==> config.mk <==
export PLATFORM = sky130hd
export DESIGN_NAME = iio_core
export DESIGN_NICKNAME = d
export VERILOG_FILES = /design/src/iio_pkg.sv /design/src/iio_alu.sv /design/src/iio_core.sv
export SDC_FILE = /design/constraint.sdc
export NUM_CORES = 1
export LEC_CHECK = 0
export BUFFER_PORTS_ARGS = -buffer_cell sky130_fd_sc_hd__buf_2
export CAP_MARGIN = 20
export CORE_MARGIN = 1.5
export CORE_UTILIZATION = 45
export DETAILED_ROUTE_END_ITERATION = 6
export GPL_TIMING_DRIVEN = 0
export PLACE_DENSITY = 0.68
export SLEW_MARGIN = 10
export SYNTH_ARGS = -nofsm -noshare
export SYNTH_HDL_FRONTEND = slang
export SYNTH_HIERARCHICAL = 1
export SYNTH_SLANG_ARGS = --single-unit
==> constraint.sdc <==
create_clock -name sys_clk_i -period 2.26 [get_ports sys_clk_i]
set_input_delay 0.565 -clock sys_clk_i [delete_from_list [all_inputs] [get_ports sys_clk_i]]
set_output_delay 0.565 -clock sys_clk_i [all_outputs]
set_load 0.1 [all_outputs]
==> src/iio_pkg.sv <==
// Purpose: shared constants and types for the increment/invert/irq-enable execution block
// Assumes: 16-bit status word, flag bits at the positions below
// Notes: register offsets are byte addresses on a 32-bit Avalon-MM slave
package iio_pkg;
    // status word bit positions
    localparam int unsigned SW_C_POS = 0;
    localparam int unsigned SW_Z_POS = 1;
    localparam int unsigned SW_N_POS = 2;
    localparam int unsigned SW_GIE_POS = 3;
    localparam int unsigned SW_CORE_HALT_BIT_POS = 4;
    localparam int unsigned SW_OSCILLATOR_OFF_BIT_POS = 5;
    localparam int unsigned SW_V_POS = 8;
    // masks applied by the interrupt enable operations, and the status word reset value
    localparam logic [15:0] SW_SET_GIE = 16'h0008;
    localparam logic [15:0] SW_CLR_GIE = 16'hfff7;
    localparam logic [15:0] SW_RESET = 16'h0000;
    // register offsets
    localparam logic [3:0] REG_OPERAND = 4'h0;
    localparam logic [3:0] REG_STATUS = 4'h4;
    localparam logic [3:0] REG_COMMAND = 4'h8;
    localparam logic [3:0] REG_RESULT = 4'hc;
    // command register fields and the value read from unmapped offsets
    localparam int unsigned CMD_OP_LSB = 0;
    localparam int unsigned CMD_BYTE_POS = 4;
    localparam int unsigned CMD_IRQ_POS = 5;
    localparam logic [31:0] UNMAPPED_READ = 32'h0000_0000;
    // operation codes
    typedef enum logic [2:0] {
        OP_NONE = 3'h0,
        OP_INC = 3'h1,
        OP_DOUBLE_INCREMENT_OP = 3'h2,
        OP_INV = 3'h3,
        OP_ENABLE_IRQ_OP = 3'h4,
        OP_DISABLE_IRQ_OP = 3'h5
    } iio_op_t;
endpackage : iio_pkg
==> src/iio_alu.sv <==
// Purpose: combinational result and flag logic for increment, double-increment and invert
// Assumes: operand and operation are stable while the result is used
// Notes: flags are produced as c, z, n, v; the caller merges them into the status word
`timescale 1ns/1ps
module iio_alu (
    input wire logic [15:0] operand_i, // destination value before the operation
    input wire logic byte_i, // high for byte form
    input wire iio_pkg::iio_op_t op_i, // operation code
    output logic [15:0] result_o, // destination value after the operation
    output logic c_o, // carry flag
    output logic z_o, // zero flag
    output logic n_o, // negative flag
    output logic v_o // overflow flag
);
    // sign of a value in the active width
    function automatic logic sign_of(input logic [15:0] val, input logic is_byte);
        sign_of = is_byte ? val[7] : val[15];
    endfunction : sign_of

    // width-masked value so byte form ignores the upper byte
    function automatic logic [15:0] low_part(input logic [15:0] val, input logic is_byte);
        low_part = is_byte ? {8'h00, val[7:0]} : val;
    endfunction : low_part

    logic [15:0] opnd;
    logic [15:0] all_ones;
    logic [15:0] max_pos;
    assign opnd = low_part(operand_i, byte_i);
    assign all_ones = byte_i ? 16'h00ff : 16'hffff;
    assign max_pos = byte_i ? 16'h007f : 16'h7fff;

    // each increment has its own adder; byte results drop carry-out of bit 7
    always_comb begin
        result_o = opnd;
        c_o = 1'b0;
        z_o = 1'b0;
        v_o = 1'b0;
        unique case (op_i)
            iio_pkg::OP_INC: begin
                result_o = low_part(opnd + 16'h0001, byte_i);
                z_o = (opnd == all_ones);
                c_o = (opnd == all_ones);
                v_o = (opnd == max_pos);
            end
            iio_pkg::OP_DOUBLE_INCREMENT_OP: begin
                result_o = low_part(opnd + 16'h0002, byte_i);
                z_o = (opnd == all_ones - 16'h0001);
                c_o = (opnd == all_ones) || (opnd == all_ones - 16'h0001);
                v_o = (opnd == max_pos) || (opnd == max_pos - 16'h0001);
            end
            iio_pkg::OP_INV: begin
                result_o = low_part(~opnd, byte_i);
                c_o = (low_part(~opnd, byte_i) != 16'h0000);
                z_o = (opnd == all_ones);
                v_o = sign_of(opnd, byte_i);
            end
            default: begin
                result_o = opnd;
            end
        endcase
    end
    assign n_o = sign_of(result_o, byte_i);
endmodule : iio_alu

==> src/iio_core.sv <==
// Purpose: executes increment, double-increment, invert and interrupt enable/disable on a status word
// Assumes: single clock, synchronous active-high reset, Avalon-MM master follows waitrequest
// Notes: interrupt acceptance is withheld for one instruction after enabling
//
// Overview of operation
// - enable operation ORs 0008h into the status word, setting only the enable bit
// - enable operation leaves arithmetic flags and mode bits untouched
// - after enabling, the next instruction runs before any interrupt is taken
// - increment adds one to the destination and overwrites it
// - increment sets Z and C when destination was all ones
// - increment sets V when destination was the largest positive value
// - N follows the sign bit of the result for all three arithmetic operations
// - double-increment adds two to the destination and overwrites it
// - double-increment sets Z when destination was all ones minus one
// - double-increment sets C when destination was either of the top two values
// - double-increment sets V when destination was either of top two positives
// - invert complements every bit of the active width; C means nonzero result, Z means all-ones input
// - invert sets V when the original operand was negative
// - arithmetic operations leave oscillator-off, halt and enable bits untouched
// - disable operation ANDs the status word with 0fff7h, clearing only the enable bit
`timescale 1ns/1ps
module iio_core (
    input wire logic sys_clk_i, // core clock, 10 MHz
    input wire logic rst_i, // synchronous reset, active high
    input wire logic [3:0] avs_address_i, // byte address
    input wire logic avs_read_i, // read request
    input wire logic avs_write_i, // write request
    input wire logic [31:0] avs_writedata_i, // write data
    input wire logic [3:0] avs_byteenable_i, // byte lanes of a write
    output logic [31:0] avs_readdata_o, // read data, registered
    output logic avs_waitrequest_o, // stall, combinational
    input wire logic irq_pending_i, // interrupt request from a source in the core domain
    input wire logic instr_done_i, // pulse: one instruction has completed
    output logic irq_take_o, // level: an interrupt may be serviced now
    output logic [15:0] status_word_o // current status word, registered
);
    ////////////////////////////////////////////////////////////////////////////
    // state

    typedef struct packed {
        logic [15:0] operand;
        logic [15:0] result;
        logic [15:0] status_word;
        logic shield; // irq held off until the next instruction completes
        logic ack; // answer phase of a bus access
        logic [31:0] rdata;
    } iio_state_t;

    iio_state_t cur;
    iio_state_t nxt;

    logic [15:0] alu_result;
    logic alu_c;
    logic alu_z;
    logic alu_n;
    logic alu_v;
    iio_pkg::iio_op_t cmd_op;
    logic cmd_byte;
    logic wr_cmd;

    ////////////////////////////////////////////////////////////////////////////
    // decode of a command write

    // byte enables on lane 0 carry the command; other lanes carry nothing here
    assign wr_cmd = avs_write_i && !cur.ack && (avs_address_i == iio_pkg::REG_COMMAND) && avs_byteenable_i[0];
    assign cmd_byte = avs_writedata_i[iio_pkg::CMD_BYTE_POS];
    always_comb begin
        unique case (avs_writedata_i[iio_pkg::CMD_OP_LSB +: 3])
            3'h1: cmd_op = iio_pkg::OP_INC;
            3'h2: cmd_op = iio_pkg::OP_DOUBLE_INCREMENT_OP;
            3'h3: cmd_op = iio_pkg::OP_INV;
            3'h4: cmd_op = iio_pkg::OP_ENABLE_IRQ_OP;
            3'h5: cmd_op = iio_pkg::OP_DISABLE_IRQ_OP;
            default: cmd_op = iio_pkg::OP_NONE;
        endcase
    end

    iio_alu u_alu (
        .operand_i(cur.operand),
        .byte_i(cmd_byte),
        .op_i(cmd_op),
        .result_o(alu_result),
        .c_o(alu_c),
        .z_o(alu_z),
        .n_o(alu_n),
        .v_o(alu_v)
    );

    // merge word-wise writes with byte enables on the low half
    function automatic logic [15:0] merge16(input logic [15:0] old, input logic [31:0] wd, input logic [3:0] be);
        merge16 = {be[1] ? wd[15:8] : old[15:8], be[0] ? wd[7:0] : old[7:0]};
    endfunction : merge16

    ////////////////////////////////////////////////////////////////////////////
    // next state

    // every access is answered one cycle after it is seen: waitrequest high first, then low
    always_comb begin
        nxt = cur;
        nxt.ack = (avs_read_i || avs_write_i) && !cur.ack;
        if (instr_done_i) begin
            nxt.shield = 1'b0;
        end
        if (avs_read_i && !cur.ack) begin
            unique case (avs_address_i)
                iio_pkg::REG_OPERAND: nxt.rdata = {16'h0000, cur.operand};
                iio_pkg::REG_STATUS: nxt.rdata = {16'h0000, cur.status_word};
                iio_pkg::REG_RESULT: nxt.rdata = {16'h0000, cur.result};
                default: nxt.rdata = iio_pkg::UNMAPPED_READ;
            endcase
        end
        if (avs_write_i && !cur.ack) begin
            if (avs_address_i == iio_pkg::REG_OPERAND) begin
                nxt.operand = merge16(cur.operand, avs_writedata_i, avs_byteenable_i);
            end
            if (avs_address_i == iio_pkg::REG_STATUS) begin
                nxt.status_word = merge16(cur.status_word, avs_writedata_i, avs_byteenable_i);
            end
        end
        if (wr_cmd) begin
            unique case (cmd_op)
                iio_pkg::OP_INC, iio_pkg::OP_DOUBLE_INCREMENT_OP, iio_pkg::OP_INV: begin
                    nxt.result = alu_result;
                    nxt.operand = alu_result; // destination overwritten
                    // mode bits and enable bit keep their value
                    nxt.status_word[iio_pkg::SW_C_POS] = alu_c;
                    nxt.status_word[iio_pkg::SW_Z_POS] = alu_z;
                    nxt.status_word[iio_pkg::SW_N_POS] = alu_n;
                    nxt.status_word[iio_pkg::SW_V_POS] = alu_v;
                end
                iio_pkg::OP_ENABLE_IRQ_OP: begin
                    nxt.status_word = cur.status_word | iio_pkg::SW_SET_GIE;
                    // enable shields when it turns irqs on, and keeps a shield that is already set
                    if (!cur.status_word[iio_pkg::SW_GIE_POS] || cur.shield) begin
                        nxt.shield = 1'b1;
                    end
                end
                iio_pkg::OP_DISABLE_IRQ_OP: begin
                    nxt.status_word = cur.status_word & iio_pkg::SW_CLR_GIE;
                end
                default: begin
                    nxt.result = cur.result;
                end
            endcase
        end
    end

    ////////////////////////////////////////////////////////////////////////////
    // registers

    always_ff @(posedge sys_clk_i) begin
        if (rst_i) begin
            cur <= '0;
            cur.status_word <= iio_pkg::SW_RESET;
        end else begin
            cur <= nxt;
        end
    end

    ////////////////////////////////////////////////////////////////////////////
    // outputs

    assign avs_waitrequest_o = (avs_read_i || avs_write_i) && !cur.ack;
    assign avs_readdata_o = cur.rdata;
    assign status_word_o = cur.status_word;
    // disable takes effect immediately; software must allow for that itself
    assign irq_take_o = cur.status_word[iio_pkg::SW_GIE_POS] && irq_pending_i && !cur.shield;
endmodule : iio_core

==> metrics.txt <==
CP max stage cell dfxtp_2; Inserted Clock Buffers 9; crit-path cells nand4_1, nor4_4, buf_4, a41oi_1, a31o_2, a21oi_2, nor2_1, a311oi_2; num rows 35; clk sinks 66; first-pass GRT wire length ~20000 um; pwr dens just over 500 nW/um2; wire per inst 17.0 um; Final min period ~2.2 ns; Iteration-0 DRC Markers 312; Routability Congestion about 0.94; Via density 5.73; Tightest Pin Transition slightly above 0.8 ns; root buffer cell clkbuf_8; largest net degree at the start of global routing 13; clk_lat worst skew approximately 0.35 ns; fin nets 687; share of layout cells above drive strength 1 around a third; Crit. End Element flop; CP startpoint kind flop; Max VDD drop 0.253 mV; Fin Setup TNS 0 ns; slew margin rel. a little under half; fin util roughly 56%; pre-CTS WS -0.629 ns; IO buf count 60; CP Class reg -> reg; yosys warns 6; CTS max path bufs 2; hold violation total from the final report 0; total die area 10300 um2; final setup vio count 0; ANT cells 0; CP arrival 2.48 ns; global-route usage over all layers 25.4%; GR Overflow Total 0; fillers 894; Avg Cell Area, Syn between 7 and 8 um2; DP HPWL between 9000 and 10000 um; synthesized instance count between 500 and 600; Hold Slack between 0.4 and 0.5 ns; Netlist cell types 59; I/O Pins 96; max frequency around 0.45 GHz; Final Cycle Share a little over nine tenths; Post-Layout Inst Area about 5200 um2; critical-path maximum fanout 8; die height slightly above 100 um; total core area between 9000 and 10000 um2; Main synth FF type dfxtp_1; Sequential Area 1340 um2; vias in the first global route just under 4000; Synth Register Bits 66; initial core utilization around 47%; multi-input combinational cell area around 2600 um2; routed via count approximately 4400; total of max-cap violations 0; CTS tree yes; hold buffer count at cts 0; run status finished clean; asr flop ratio synth 0%; Max stage delay on crit path approximately 0.43 ns; H-tree depth 3; Detail Route Antenna Nets 0; Pre-antenna DRT Iters 5; Area growth, synth to finish 20.4%; sequential area share after synthesis a little under a third; Clock Skew 0.00642 ns; Leak about 2.2 nW; # DRC 0; clk slew on worst S/H paths around 0.07 ns; Die X roughly 100 um; Synth Cell Area 4350 um2; number of enable flip-flop cells after synthesis 0; Worst EP required around 2.5 ns; worst min path class reg -> reg; initial antenna violation count 0; Post-Route WL roughly 13000 um; Pins Over Slew Limit 0; Placed Area ~5000 um2; final setup margin a little over 0.05 ns
==> cells in the final DEF (no fill, tap or decap), types with 6 or more instances in the layout <==
cell	synthesis	final
a21oi_1	39	36
a222oi_1	16	16
a311oi_2	18	18
a31oi_1	11	11
and3_1	10	9
buf_2	14	72
buf_4	50	52
clkbuf_1	14	10
clkbuf_8	0	9
conb_1	1	16
dfxtp_1	66	57
dfxtp_2	0	6
inv_1	11	11
mux2i_1	9	9
nand2_1	92	92
nand3_1	28	28
nand4_1	10	10
nor2_1	47	44
o21ai_0	32	26
==> timing repair <==
item | 4_1_cts | 5_1_grt
setup endpoints to repair | 23 | 26
pin swaps | 1 | 4
resized for setup | 11 | 45
buffers inserted | 0 | 2
==> cell type report <==
cell class	count	area share, %
Buffer	84	11.0
Clock buffer	9	2.36
Tap cell	129	3.08
Inverter	11	0.788
Multi-Input combinational cell	404	49.4
Clock inverter	7	1.79
Timing Repair Buffer	62	6.02
Sequential cell	66	25.6
==> registers in the layout (all words and copies together), names as in the netlist <==
register	cells
avs_readdata_o	16
status_word_o	16
cur	34
==> critical path: cells and delay by family, from the launching register on <==
kind | cells | cell delay, ns
simple gates | 3 | 0.64
flops | 1 | 0.43
compound gates | 4 | 0.86
buf+inv | 1 | 0.20
==> per-layer routing <==
layer,share of wire [%],track usage [%]
met1,44,34.0
met2,47,41.8
met3,6.6,5.11
met4,2.4,6.94
met5,0,0
==> logic make-up (layout without fill, tap and decap cells) <==
group	after synthesis	in the layout	share of synthesized area, %
other	1	16	0.0861
buffers and inverters	95	173	13.8
and+or+nand+nor	222	222	25.1
xor gates and xnor gates	9	9	1.81
DFF	66	66	30.3
muxes	10	10	2.33
AOI/OAI and AO/OA	144	144	25.6
adders and majority gates	3	3	0.862
==> through the flow <==
stage / power [mW] / instances
finish: 2.71 / 772
global route: 2.78 / 772
CTS: 2.69 / 770
detailed placement: 1.61 / 754
global placement: 1.61 / 754
floorplan: 1.51 / 565
==> report_power, final <==
group	switching [mW]	internal (mW)
combinational	0.323	0.107
sequential	0.0111	1.17
clock	0.483	0.618
==> worst paths after layout <==
check / start / end / slack [ns] / cells past startpoint
worst min-delay path: avs_readdata_o[12] / avs_readdata_o[12] / 0.45 / 2
worst min register to register: avs_readdata_o[12] / avs_readdata_o[12] / 0.45 / 2
worst max register to register: cur[74] / cur[80] / 0.05 / 8
worst max-delay path: cur[74] / cur[80] / 0.05 / 8
==> synthesized netlist by cell type (2+ instances only) <==
library cell | count | area, um2
nor2b_1 | 7 | 43.8
nand3_1 | 28 | 140
o2111ai_1 | 2 | 17.5
and3b_1 | 2 | 17.5
o21ai_0 | 32 | 160
nor3b_1 | 2 | 15.0
a22oi_1 | 2 | 15.0
a222oi_1 | 16 | 160
and2_1 | 5 | 31.3
mux2i_1 | 9 | 90.1
xnor2_1 | 3 | 26.3
a311oi_2 | 18 | 270
a311oi_1 | 2 | 17.5
nor4b_4 | 2 | 47.6
nand2_1 | 92 | 345
nor3_1 | 5 | 25.0
and4_1 | 2 | 17.5
buf_2 | 14 | 70.1
nand4_1 | 10 | 62.6
buf_6 | 5 | 56.3
o221ai_1 | 2 | 17.5
clkbuf_1 | 14 | 52.6
inv_1 | 11 | 41.3
a31oi_1 | 11 | 68.8
a211oi_1 | 2 | 15.0
buf_4 | 50 | 375
ha_1 | 3 | 37.5
a21o_1 | 2 | 15.0
and3_1 | 10 | 62.6
xor2_1 | 6 | 52.6
dfxtp_1 | 66 | 1320
nor4_4 | 2 | 42.5
a21oi_1 | 39 | 195
a32oi_1 | 3 | 26.3
nor2_1 | 47 | 176
Power figures use the tool's default switching activity.
